$ cat src/logic/sfc_pkg.sv
// Shared constants and carrier types for the self-programming flash controller
package sfc_pkg;
  // Control/status register index; byte address is four times it
  localparam logic [11:0] CSR_IDX = 12'h037;
  localparam logic [11:0] CSR_ADDR = 12'h0dc;
  localparam logic [7:0] CSR_RESET = 8'h00;
  // Field positions
  localparam int BIT_IRQ_EN = 7;
  localparam int BIT_BUSY = 6;
  localparam int BIT_REEN = 4;
  localparam int BIT_LOCK = 3;
  localparam int BIT_PGWR = 2;
  localparam int BIT_PGER = 1;
  localparam int BIT_WIN = 0;
  // Accepted low-five-bit command patterns
  localparam logic [4:0] CMD_FILL = 5'h01;
  localparam logic [4:0] CMD_ERASE = 5'h03;
  localparam logic [4:0] CMD_WRITE = 5'h05;
  localparam logic [4:0] CMD_LOCK = 5'h09;
  localparam logic [4:0] CMD_REEN = 5'h11;
  // Window lengths in clock cycles
  localparam logic [2:0] WIN_CYCLES = 3'h4;
  localparam logic [2:0] LPM_CYCLES = 3'h3;
  // Flash geometry
  localparam int PC_W = 14;
  localparam int WORD_W = 6;
  localparam int PAGE_W = 8;
  localparam logic [13:0] LIVE_LIMIT = 14'h3800;
  localparam logic [7:0] LIVE_PAGES = 8'he0;
  localparam logic [13:0] BOOT_256 = 14'h3f00;
  localparam logic [13:0] BOOT_512 = 14'h3e00;
  localparam logic [13:0] BOOT_1K = 14'h3c00;
  localparam logic [13:0] BOOT_2K = 14'h3800;
  localparam logic [7:0] LOCK_RESET = 8'hff;
  localparam logic [15:0] BLANK_WORD = 16'hffff;
  // Erase/write time and its cycle count at 200 MHz
  localparam int PROG_TIME_NS = 3700000;
  localparam int CLK_NS = 5;
  localparam int PROG_CYCLES = (PROG_TIME_NS + CLK_NS - 1) / CLK_NS;
  localparam int OP_W = 20;

  // Store-program instruction operands from the core
  typedef struct packed {
    logic [15:0] z;
    logic [7:0] r1;
    logic [7:0] r0;
  } sfc_spm_req_t;

  // Command to the flash array
  typedef struct packed {
    logic erase;
    logic write;
    logic [7:0] page;
  } sfc_flash_cmd_t;
endpackage : sfc_pkg

$ cat src/logic/sfc_self_program_ctrl.sv
// Self-programming flash controller: control register, windows, page buffer
//
// How it works
// - Boot-size fuses pick boot section start
// - Words below 0x3800 form the live section
// - Flash words addressed by 14-bit counter
// - Word index from pointer bits 6..1
// - Page select from pointer bits 14..7
// - Ready irq while enable set, window closed
// - Live erase/write sets busy, blocks fetches
// - Busy clears on re-enable or buffer load
// - Re-enable store restores live section access
// - Re-enable ignored while erase/write runs
// - Re-enable during loading discards buffer
// - Lock store programs lock bits from r0
// - Lock-set clears on completion or timeout
// - Load within three cycles reads lock/fuse
// - Plain window stores r1:r0 into buffer
// - Page-write store writes buffer to page
// - Page-erase store erases page, may halt
// - Only five command patterns take effect
`timescale 1ns/1ps
`default_nettype none

module sfc_self_program_ctrl #(
  parameter int PROG_CYCLES = sfc_pkg::PROG_CYCLES,
  parameter int PAGE_WORDS = 64
) (
  input wire logic core_clk,
  input wire logic rst_n,
  input wire logic [11:0] paddr,
  input wire logic psel,
  input wire logic penable,
  input wire logic pwrite,
  input wire logic [31:0] pwdata,
  output logic [31:0] prdata,
  output logic pready,
  output logic pslverr,
  input wire logic spm_valid,
  input wire sfc_pkg::sfc_spm_req_t spm_req,
  input wire logic lpm_valid,
  input wire logic [15:0] lpm_z,
  output logic lpm_hit,
  output logic [7:0] lpm_data,
  input wire logic global_irq_en,
  output logic spm_ready_irq,
  input wire logic [13:0] fetch_addr,
  output logic fetch_block,
  output logic cpu_halt,
  input wire logic [7:0] fuse_low,
  input wire logic [7:0] fuse_high,
  input wire logic [7:0] fuse_ext,
  input wire logic boot_size_fuse_hi,
  input wire logic boot_size_fuse_lo,
  output logic [13:0] boot_start,
  output var sfc_pkg::sfc_flash_cmd_t flash_cmd,
  input wire logic [5:0] buf_rd_idx,
  output logic [15:0] buf_rd_data,
  output logic [7:0] lock_bits
);

  // True when a word address lies in the live read-while-write section
  function automatic logic in_live(input logic [13:0] a);
    in_live = a < sfc_pkg::LIVE_LIMIT;
  endfunction : in_live

  // Fuse pins are static straps but still pass two flops
  // so a strap that moves during bring-up cannot split one decode
  logic [25:0] fuse_meta_ff;
  logic [25:0] fuse_ff;
  always_ff @(posedge core_clk or negedge rst_n) begin
    if (!rst_n) begin
      fuse_meta_ff <= '0;
      fuse_ff <= '0;
    end else begin
      fuse_meta_ff <= {boot_size_fuse_hi, boot_size_fuse_lo,
                       fuse_ext, fuse_high, fuse_low};
      fuse_ff <= fuse_meta_ff;
    end
  end

  wire [1:0] boot_sz = fuse_ff[25:24];
  wire [7:0] fuse_ext_s = fuse_ff[23:16];
  wire [7:0] fuse_high_s = fuse_ff[15:8];
  wire [7:0] fuse_low_s = fuse_ff[7:0];

  // Boot section start from the two size fuses
  // Settles two edges after a strap change, through the sync flops
  assign boot_start = (boot_sz == 2'b11) ? sfc_pkg::BOOT_256 :
                      (boot_sz == 2'b10) ? sfc_pkg::BOOT_512 :
                      (boot_sz == 2'b01) ? sfc_pkg::BOOT_1K :
                      sfc_pkg::BOOT_2K;

  // Control/status state
  // cmd_ff holds bits 4..0 as written; window and timer run beside it
  logic irq_en_ff;
  logic busy_ff;
  logic [4:0] cmd_ff;
  logic [2:0] win_ff;
  logic [sfc_pkg::OP_W-1:0] op_ff;
  logic halt_ff;
  logic [7:0] lock_ff;
  logic [31:0] prdata_ff;
  logic lpm_hit_ff;
  logic [7:0] lpm_data_ff;
  logic [15:0] buf_rd_ff;
  sfc_pkg::sfc_flash_cmd_t flash_cmd_ff;

  // Page buffer and per-word loaded flags
  // No reset on the array itself; the flags say which words are real
  logic [15:0] buf_mem [0:PAGE_WORDS-1];
  logic [PAGE_WORDS-1:0] buf_vld_ff;

  // Bus decode
  // Only one word is mapped; every other address answers with an error
  wire hit_csr = paddr == sfc_pkg::CSR_ADDR;
  wire setup = psel && !penable;
  wire access = psel && penable;
  wire csr_wr = access && pwrite && hit_csr;

  // Operation in progress keeps the enable bit high
  // While it runs, cmd_ff keeps the command so the enable bit reads one
  wire op_busy = op_ff != '0;
  wire win_open = win_ff != 3'h0;
  wire [4:0] wcmd = pwdata[4:0];

  // Only the five command patterns are taken
  // Anything else is dropped whole, so half a command never arms
  wire cmd_legal = (wcmd == sfc_pkg::CMD_FILL) ||
                   (wcmd == sfc_pkg::CMD_ERASE) ||
                   (wcmd == sfc_pkg::CMD_WRITE) ||
                   (wcmd == sfc_pkg::CMD_LOCK) ||
                   (wcmd == sfc_pkg::CMD_REEN);

  // Writes during a running erase/write cannot open a window
  // A re-enable sent too early is lost; software must poll the enable bit
  wire cmd_take = csr_wr && cmd_legal && !op_busy;
  wire reen_wr = cmd_take && (wcmd == sfc_pkg::CMD_REEN);

  // Store decode; nothing happens with the window shut
  // A store with no window open is simply ignored here
  wire spm_go = spm_valid && win_open && !op_busy;
  wire do_fill = spm_go && (cmd_ff == sfc_pkg::CMD_FILL);
  wire do_erase = spm_go && (cmd_ff == sfc_pkg::CMD_ERASE);
  wire do_write = spm_go && (cmd_ff == sfc_pkg::CMD_WRITE);
  wire do_lock = spm_go && (cmd_ff == sfc_pkg::CMD_LOCK);
  wire do_reen = spm_go && (cmd_ff == sfc_pkg::CMD_REEN);
  wire do_prog = do_erase || do_write;

  // Pointer fields
  // Bit 0 of the pointer plays no part in store addressing
  wire [5:0] word_select_field = spm_req.z[6:1];
  wire [7:0] page_select_field = spm_req.z[14:7];
  wire page_live = in_live({page_select_field, 6'h00});

  // Load within three cycles of a lock-set window
  // Counter values 4, 3 and 2 are the first three edges after the write
  wire lpm_go = lpm_valid && (cmd_ff == sfc_pkg::CMD_LOCK) &&
                (win_ff >= 3'h2);
  wire [7:0] lpm_sel = (lpm_z[1:0] == 2'b00) ? fuse_low_s :
                       (lpm_z[1:0] == 2'b01) ? lock_ff :
                       (lpm_z[1:0] == 2'b10) ? fuse_ext_s :
                       fuse_high_s;

  // Window ends on timeout or on a completed short command
  // A store on the last window edge still counts before the close
  wire win_last = win_ff == 3'h1;
  wire short_done = do_fill || do_lock || do_reen || lpm_go;
  wire op_done = op_ff == {{(sfc_pkg::OP_W-1){1'b0}}, 1'b1};

  // Register image; reserved bit reads zero
  // Busy and irq enable sit beside the command bits
  wire [7:0] csr_rd = {irq_en_ff, busy_ff, 1'b0, cmd_ff};

  // Interrupt enable: any write updates it, command legal or not
  // It lives outside the command, so a running erase does not lock it
  always_ff @(posedge core_clk or negedge rst_n) begin
    if (!rst_n) begin
      irq_en_ff <= sfc_pkg::CSR_RESET[sfc_pkg::BIT_IRQ_EN];
    end else if (csr_wr) begin
      irq_en_ff <= pwdata[sfc_pkg::BIT_IRQ_EN];
    end
  end

  // Command bits and the four-cycle window counter
  // Priority: new command, then erase/write start, then the running timer
  always_ff @(posedge core_clk or negedge rst_n) begin
    if (!rst_n) begin
      cmd_ff <= sfc_pkg::CSR_RESET[4:0];
      win_ff <= 3'h0;
    end else if (cmd_take) begin
      cmd_ff <= wcmd;
      win_ff <= sfc_pkg::WIN_CYCLES;
    end else if (do_prog) begin
      win_ff <= 3'h0; // Bits stay set until the array is done
    end else if (op_busy) begin
      if (op_done) begin
        cmd_ff <= 5'h00;
      end
    end else if (short_done || win_last) begin
      cmd_ff <= 5'h00;
      win_ff <= 3'h0;
    end else if (win_open) begin
      win_ff <= win_ff - 3'h1;
    end
  end

  // Erase/write timer; cycle count truncated to the counter width
  // A short count in simulation keeps runs brief; the array is not modelled
  always_ff @(posedge core_clk or negedge rst_n) begin
    if (!rst_n) begin
      op_ff <= '0;
    end else if (do_prog) begin
      op_ff <= sfc_pkg::OP_W'(PROG_CYCLES);
    end else if (op_busy) begin
      op_ff <= op_ff - {{(sfc_pkg::OP_W-1){1'b0}}, 1'b1};
    end
  end

  // Halt the core while the halting section is being changed
  // Live-section pages never halt; they raise busy instead
  always_ff @(posedge core_clk or negedge rst_n) begin
    if (!rst_n) begin
      halt_ff <= 1'b0;
    end else if (do_prog) begin
      halt_ff <= !page_live;
    end else if (op_done) begin
      halt_ff <= 1'b0;
    end
  end

  // Busy: set beats clear when both land in one cycle
  // Busy is the only thing that keeps live fetches stalled
  always_ff @(posedge core_clk or negedge rst_n) begin
    if (!rst_n) begin
      busy_ff <= sfc_pkg::CSR_RESET[sfc_pkg::BIT_BUSY];
    end else if (do_prog && page_live) begin
      busy_ff <= 1'b1;
    end else if (do_reen || do_fill) begin
      busy_ff <= 1'b0;
    end
  end

  // Lock bits only move towards programmed (zero); top two stay one
  // Only reset, which loads LOCK_RESET, brings them back; chip erase is not part of this block
  always_ff @(posedge core_clk or negedge rst_n) begin
    if (!rst_n) begin
      lock_ff <= sfc_pkg::LOCK_RESET;
    end else if (do_lock) begin
      lock_ff <= lock_ff & {2'b11, spm_req.r0[5:0]};
    end
  end

  // Buffer fill; r1 and r0 pair form one word
  // No reset here, so the array maps onto plain memory
  always_ff @(posedge core_clk) begin
    if (do_fill) begin
      buf_mem[word_select_field] <= {spm_req.r1, spm_req.r0};
    end
  end

  // Loaded flags: re-enable write or finished page write discards data
  // Clear wins over a fill in the same cycle: the load is being aborted
  always_ff @(posedge core_clk or negedge rst_n) begin
    if (!rst_n) begin
      buf_vld_ff <= '0;
    end else if (reen_wr) begin
      buf_vld_ff <= '0;
    end else if (op_done && cmd_ff == sfc_pkg::CMD_WRITE) begin
      buf_vld_ff <= '0;
    end else if (do_fill) begin
      buf_vld_ff[word_select_field] <= 1'b1;
    end
  end

  // Array read port for the page write; unloaded words read blank
  // One cycle of latency so the read port can stay a plain memory read
  always_ff @(posedge core_clk or negedge rst_n) begin
    if (!rst_n) begin
      buf_rd_ff <= sfc_pkg::BLANK_WORD;
    end else begin
      buf_rd_ff <= buf_vld_ff[buf_rd_idx] ? buf_mem[buf_rd_idx] :
                   sfc_pkg::BLANK_WORD;
    end
  end

  // One-cycle command to the array with the selected page
  // Page holds after the pulse, for an array that samples it late
  always_ff @(posedge core_clk or negedge rst_n) begin
    if (!rst_n) begin
      flash_cmd_ff <= '0;
    end else begin
      flash_cmd_ff.erase <= do_erase;
      flash_cmd_ff.write <= do_write;
      flash_cmd_ff.page <= do_prog ? page_select_field :
                           flash_cmd_ff.page;
    end
  end

  // Lock/fuse read-back, answered the cycle after the load
  // Data holds until the next accepted load
  always_ff @(posedge core_clk or negedge rst_n) begin
    if (!rst_n) begin
      lpm_hit_ff <= 1'b0;
      lpm_data_ff <= 8'h00;
    end else begin
      lpm_hit_ff <= lpm_go;
      lpm_data_ff <= lpm_go ? lpm_sel : lpm_data_ff;
    end
  end

  // Read data captured in setup so it comes from a flop
  // The cost: a read shows the register as it stood at the setup edge
  always_ff @(posedge core_clk or negedge rst_n) begin
    if (!rst_n) begin
      prdata_ff <= 32'h0000_0000;
    end else if (setup) begin
      prdata_ff <= hit_csr ? {24'h00_0000, csr_rd} : 32'h0000_0000;
    end
  end

  // APB answer: no wait states, error on unmapped addresses
  // Back-to-back transfers are taken without an idle cycle
  assign pready = access;
  assign pslverr = access && !hit_csr;
  assign prdata = prdata_ff;

  // Ready interrupt is a level while no window is open
  // It stays up as long as both enables hold and the enable bit is clear
  assign spm_ready_irq = irq_en_ff && global_irq_en &&
                         !cmd_ff[sfc_pkg::BIT_WIN];

  // Live section fetches stall while busy
  // Boot-space fetches are never stalled by this block
  assign fetch_block = busy_ff && in_live(fetch_addr);
  assign cpu_halt = halt_ff;
  assign flash_cmd = flash_cmd_ff;
  assign buf_rd_data = buf_rd_ff;
  assign lock_bits = lock_ff;
  assign lpm_hit = lpm_hit_ff;
  assign lpm_data = lpm_data_ff;

endmodule : sfc_self_program_ctrl

`default_nettype wire

$ cat config.mk
export PLATFORM = sky130hd
export DESIGN_NAME = sfc_self_program_ctrl
export DESIGN_NICKNAME = d
export VERILOG_FILES = /design/src/logic/sfc_pkg.sv /design/src/logic/sfc_self_program_ctrl.sv
export SDC_FILE = /design/constraint.sdc
export NUM_CORES = 1
export LEC_CHECK = 0
export ABC_CLOCK_PERIOD_IN_PS = 4000
export CORE_MARGIN = 2
export CORE_UTILIZATION = 60
export DETAILED_ROUTE_END_ITERATION = 7
export DONT_BUFFER_PORTS = 1
export HOLD_SLACK_MARGIN = 0.06
export PLACE_DENSITY_LB_ADDON = 0.2
export RECOVER_POWER = 100
export SLEW_MARGIN = 5
export SYNTH_ARGS = -nofsm -noshare
export SYNTH_HDL_FRONTEND = slang
export SYNTH_SLANG_ARGS = --single-unit
$ cat constraint.sdc
create_clock -name core_clk -period 4 [get_ports core_clk]
set_clock_uncertainty 0.1 [all_clocks]
set_input_delay 0.4 -clock core_clk [delete_from_list [all_inputs] [get_ports core_clk]]
set_output_delay 0.4 -clock core_clk [all_outputs]
set_load 0.05 [all_outputs]
## Yosys cells after proc, flatten, opt, wreduce, memory -nomap -nowiden

Memory sizes are Yosys's and may differ from the RTL's.
Index checks and enable logic that the tools add are counted.
Widths: inputs -> output; s select.

| cells by class | value |
|---|---|
| reductions and logical operators | 49 |
| equal/unequal tests | 21 |
| muxes and demuxes | 33 |
| order comparisons | 6 |
| bitwise logic cells | 2 |
| add/sub/neg operators | 2 |

Operators by type and width:

| operator | number |
|---|---|
| $mux 64 | 3 |
| $or 64x64->64 | 1 |
| $mux 20 | 2 |
| $mux 11 | 3 |
| $mux 8 | 4 |
| $lt 14x14->1 const B | 2 |
| $mux 5 | 5 |
| $logic_and 1x1->1 | 23 |
| $eq 20x1->1 const B | 1 |
| $reduce_bool 20->1 | 1 |
| $sub 20x1->20 const B | 1 |
| $mux 16 | 1 |
| $mux 3 | 5 |
| $lt 6x7->1 const B | 2 |
| $eq 12x8->1 const B | 1 |
| $eq 5x1->1 const B | 2 |
| $eq 5x2->1 const B | 2 |
| $eq 5x3->1 const B | 2 |
| $eq 5x4->1 const B | 2 |
| $eq 5x5->1 const B | 2 |
| $logic_or 1x1->1 | 10 |
| $reduce_bool 3->1 | 3 |
| $and 8x8->8 | 1 |
| $mux 1 | 8 |
| 16 further kinds | 26 |

| word-level totals | value |
|---|---|
| output and inout bits | 94 |
| memory bits (writable) | 1024 |
| input port bits | 146 |
| memories kept | 1 |
| bits in registers | 222 |

Memory list:

| memory | depth | width | read ports | clocked after Yosys merged registers in | write ports | line | RTL |
|---|---|---|---|---|---|---|---|
| buf_mem | 64 | 16 | 1 | 0 | 1 | sfc_self_program_ctrl.sv:111 | `logic [15:0] buf_mem [0:PAGE_WORDS-1];` |

## Logic depth before layout (Yosys ltp)

| logic depth | value |
|---|---|
| depth in word-level cells | 12 |
| depth in mapped cells | 9 |

## Worst setup path after synthesis

No wires, ideal clock.

| timing | value |
|---|---|
| path kind | reg-to-reg |
| start | register win_ff[0] |
| end | memory buf_mem[13][0], enable pin |
| arrival | 2.851 ns |
| required time | 3.488 ns |
| slack | 0.637 ns |
| cell stages (with the launch flop) | 8 |
| clock period less this slack | 3.363 ns |
| path through | dfrtp_1 > inv_1 > ha_1 > nor2b_1 > nor3_1 > nand4_2 > clkbuf_1 > nor3_1 |

| on the way | value |
|---|---|
| word-level cells in the longest chain between the ends | 6 |

Ends and longest elaborated chain:

| item | line | RTL |
|---|---|---|
| from (decl) | sfc_self_program_ctrl.sv:99 | `logic [2:0] win_ff;` |
| from (signal assigned) | sfc_self_program_ctrl.sv:193 | `win_ff <= sfc_pkg::WIN_CYCLES;` |
| from (signal assigned) | sfc_self_program_ctrl.sv:204 | `win_ff <= win_ff - 3'h1;` |
| $reduce_bool 3->1 | sfc_self_program_ctrl.sv:124 | `wire win_open = win_ff != 3'h0;` |
| $logic_and 1x1->1 (2 in series) | sfc_self_program_ctrl.sv:142 | `wire spm_go = spm_valid && win_open && !op_busy;` |
| $logic_and 1x1->1 | sfc_self_program_ctrl.sv:143 | `wire do_fill = spm_go && (cmd_ff == sfc_pkg::CMD_FILL);` |
| $mux 1 | sfc_self_program_ctrl.sv:257 | `if (do_fill) begin` |
| $mux 1 (not written as such) | sfc_self_program_ctrl.sv:258 | `buf_mem[word_select_field] <= {spm_req.r1, spm_req.r0};` |
| to (decl) | sfc_self_program_ctrl.sv:111 |  |

No other way between the ends.

## Final worst setup path

| timing | value |
|---|---|
| start | input port buf_rd_idx[1] |
| end | register buf_rd_ff[9] (netlist: buf_rd_data[9]) |

| on the way | value |
|---|---|
| word-level cells in the longest chain between the ends | 3 |

Ends and longest elaborated chain:

| item | line | RTL |
|---|---|---|
| from (decl) | sfc_self_program_ctrl.sv:57 | `input wire logic [5:0] buf_rd_idx,` |
| $bmux 1 s6 | sfc_self_program_ctrl.sv:282 | `buf_rd_ff <= buf_vld_ff[buf_rd_idx] ? buf_mem[buf_rd_idx] :` |
| $mux 1 (not written as such) | sfc_self_program_ctrl.sv:282 |  |
| $mux 16 (*) | sfc_self_program_ctrl.sv:282 |  |
| to (signal assigned) | sfc_self_program_ctrl.sv:280 | `buf_rd_ff <= sfc_pkg::BLANK_WORD;` |
| to (signal assigned) | sfc_self_program_ctrl.sv:282 |  |
| to (decl) | sfc_self_program_ctrl.sv:106 | `logic [15:0] buf_rd_ff;` |

Mark *: on every way between the ends. The rest lies on a longest branch, timed or not. The select of a mux whose other input is x is not followed.
A chain may end at the register's enable or synchronous reset.

==> out/results.ini <==
[hold_path]
min_path_type = in -> async

[floorplan]
initial_utilization_pct = 60.84
die_w_um = 284.7
die_h_um = 284.7
num_rows = 102
die_area_sq_mm = 0.08107
ios = 240
core_area_sq_mm = 0.07772

[clock_network]
clock-sinks = 1219
numCtsBuffers = 115
post_cts_resized = 0
cts_tree = done
cts_buffer_depth = 3
cts.htree.levels = 3
path_clk_slew_ns = 0.06
cts_setup_buffers = 0
worst_skew_pair.late_latency_ns = 0.67
ctsHoldBuffers = 85
cts_root_buffer = clkbuf_16

[logic_synthesis]
synth_compound_area_share_pct = 4.885
ys_types = 70
syn_area_per_cell_sq_um = 19.46
synth.area.mux_share_pct = 13.51
synth_edf_count = 1024
synth-xor-area-share_pct = 0.3334
ys_ff_latch = 1219
synthFlopType = edfxtp_1
synth_area_sq_mm = 0.04728
synthCells = 2430
synthArstFlopShare_pct = 16.00
yosys.area_share.simple_pct = 3.543
synth_warnings = 0
yosysSeqAreaShare_pct = 75.41
synth_fa_ha_area_share_pct = 0.1799
synth_top_family_by_area = multiplexers

[finish]
fin_cells = 3719
post_route_cells_drive_above_1_share_pct = 19.16
nets = 2729
area_growth_pct = 11.59
fin_util_pct = 67.89

[sta]
worst_slack_ns = 0.02696
hold_violations = 195
maxSlewHeadroom_pct = -131.1
rsz0062_at_grt = false
post-route-min-period_ns = 3.973
hold_ws_ns = -0.6819
tightest_slew_ns = 3.467
finalSetupViolCount = 0
max_freq_mhz = 251.7
drv_slew = 1282
finalCritPeriodShare_pct = 99.33
fin_setup_tns_ns = 0

[grt]
antenna_found_initial = 1
grt_pass1_wl_um = 157500
grt_max_degree = 343
overflow = 0
grt_use_total_pct = 26.48
grt_pass1_vias = 24440

[routing]
ant_nets = 0
drt_pass1_iterations = 5
drtIter0Drc = 2748
vias_per_cell = 6.456
avgRoutedWirePerCell_um = 28.71
finalWirelength_um = 106800
drc = 0
num_vias = 24010

[power]
p_comb_share_pct = 4.0
power.density_mw_per_mm2 = 485.1
p_int_w = 0.02027
clkPwrFrac_pct = 41.6
power.leakage_nw = 17.90
pwr-share-seq_pct = 54.4
power.switching_w = 0.005327
switching_share_pct = 20.81
peakVddDrop_mv = 0.5509

[setup_path]
start_kind = input port
crit_arrival_ns = 4.48
r2r_start = op_ff[10]
critPathCapture = buf_rd_data[9]
crit_path_start = buf_rd_idx[1]
critical_path_class = in -> reg
cp_max_fo = 342
endpoint_kind = flip-flop
regToRegSetupSlack_ns = 0.54
r2r_cells = 6
required_ns = 4.50
reg2reg_to = buf_mem[24][10]

[placed_design]
place_ws_ns = 0.8292
dpl.hpwl_um = 59890
globalplace.congestion = 0.8497
io_buffers = 0
dp_cells = 3415

[outcome]
violations = hold timing, capacitance limit, slew limit
outcome = complete, but fails checks

[job]
maxCapViolations = 16

==> layout by cell type (no fill, tap or decap), types with 40 or more instances in the layout <==
master            n
clkbuf_16       118
edfxtp_1       1024
clkbuf_1         40
clkbuf_2         53
dfrtp_1         173
nor3_1           70
o21a_1           70
a22oi_1          93
mux2i_1         146
dlygate4sd3_1    69
mux4_2          208
nand2_1          68
==> flip-flops by register name, indices dropped and copies added, names as in the netlist <==
| signal | cells |
|---|---|
| buf_mem | 1024 |
| buf_rd_data | 16 |
| buf_vld_ff | 64 |
| busy_ff | 1 |
| cmd_ff | 5 |
| cpu_halt | 1 |
| flash_cmd | 10 |
| fuse_ff | 26 |
| fuse_meta_ff | 26 |
| irq_en_ff | 1 |
| lock_bits | 6 |
| lpm_data | 8 |
| lpm_hit | 1 |
| op_ff | 20 |
| prdata | 7 |
| win_ff | 3 |
==> worst min-delay path by stage <==
stage | cells past startpoint | end | slack [ns]
2_1_floorplan | 0 | buf_vld_ff[0] | 0.004
5_1_grt | 0 | fuse_meta_ff[6] | -0.72
4_1_cts | 0 | fuse_meta_ff[6] | -0.71
3_5_place_dp | 0 | fuse_meta_ff[6] | 0.009
3_3_place_gp | 0 | fuse_ff[6] | 0.01
6_report | 0 | fuse_meta_ff[6] | -0.68
==> layout make-up <==
cell class	instances	area, sq um
antenna	1	2.502
clock buffer	148	3153
clock inverter	70	561.8
fill	4916	24960
inverter	14	52.55
multi-input combinational	1056	10770
sequential	1219	35660
tap	1040	1301
timing repair buffer	171	1271
==> synth_stat cells (6+ instances only) <==
cell type | count | area share (%)
a211oi_1 | 33 | 0.52
a21oi_1 | 17 | 0.18
a22o_1 | 11 | 0.20
a22oi_1 | 93 | 1.5
a31o_2 | 16 | 0.30
and2_1 | 8 | 0.11
and3_1 | 7 | 0.093
buf_1 | 8 | 0.064
buf_2 | 50 | 0.53
buf_4 | 51 | 0.81
clkbuf_1 | 64 | 0.51
dfrtp_1 | 173 | 9.2
dfstp_2 | 22 | 1.2
edfxtp_1 | 1024 | 65
ha_1 | 6 | 0.16
inv_1 | 14 | 0.11
mux2_2 | 11 | 0.26
mux2_4 | 8 | 0.25
mux2i_1 | 146 | 3.1
mux4_2 | 208 | 9.9
nand2_1 | 68 | 0.54
nand2b_1 | 8 | 0.11
nand3_1 | 33 | 0.35
nand3b_1 | 6 | 0.095
nand4_1 | 23 | 0.30
nor2_1 | 17 | 0.13
nor2b_1 | 15 | 0.20
nor3_1 | 77 | 0.82
o21a_1 | 70 | 1.1
o21ai_0 | 15 | 0.16
o22ai_1 | 34 | 0.45
o2bb2ai_1 | 6 | 0.11
xnor2_1 | 10 | 0.19
xor2_1 | 8 | 0.15
==> metrics by stage <==
| step | hold WS (ns) | total power (W) | instance area (sq um) |
|---|---|---|---|
| 6_report | -0.6819 | 0.02560 | 52760 |
| 5_1_grt | -0.7217 | 0.02621 | 52760 |
| 4_1_cts | -0.7134 | 0.02569 | 53630 |
| 3_5_place_dp | 0.009166 | 0.01491 | 48780 |
| 3_3_place_gp | 0.009841 | 0.01490 | 48780 |
| 2_1_floorplan | 0.004409 | 0.01486 | 47420 |
==> power groups by stage <==
stage / combinational, W / clock (W) / sequential (W)
after floorplan: 0.000690 / 0 / 0.0142
after global routing: 0.00103 / 0.0112 / 0.0139
final: 0.00102 / 0.0106 / 0.0139
after detailed placement: 0.000735 / 0 / 0.0142
after global placement: 0.000726 / 0 / 0.0142
after CTS: 0.00104 / 0.0107 / 0.0139
==> cell families (layout without fill, tap and decap cells) <==
family | Yosys count | in the layout
flip-flops | 1219 | 1219
multiplexers | 373 | 373
AO/OA/AOI/OAI | 316 | 316
AND/OR/NAND/NOR | 304 | 304
buffers and inverters | 191 | 403
XOR/XNOR | 18 | 18
adder cells (fa/ha/maj) | 7 | 7
other | 2 | 39
==> layer usage <==
layer  wire length (um)  global-route usage (%)  vias up
li1                   -                       -    10130
met1              42520                   38.92    12630
met2              51320                   41.30     1086
met3               9461                   4.607      165
met4               3471                   8.382        2
met5                 13                       0        -
==> worst max-delay path, stage by stage <==
cell	delay, ns
mux4_2	1.36
mux2i_1	0.40
a32oi_1	0.17
nand4_1	0.67
a31o_2	0.28
Note: power is estimated with default switching activity, not from simulation.
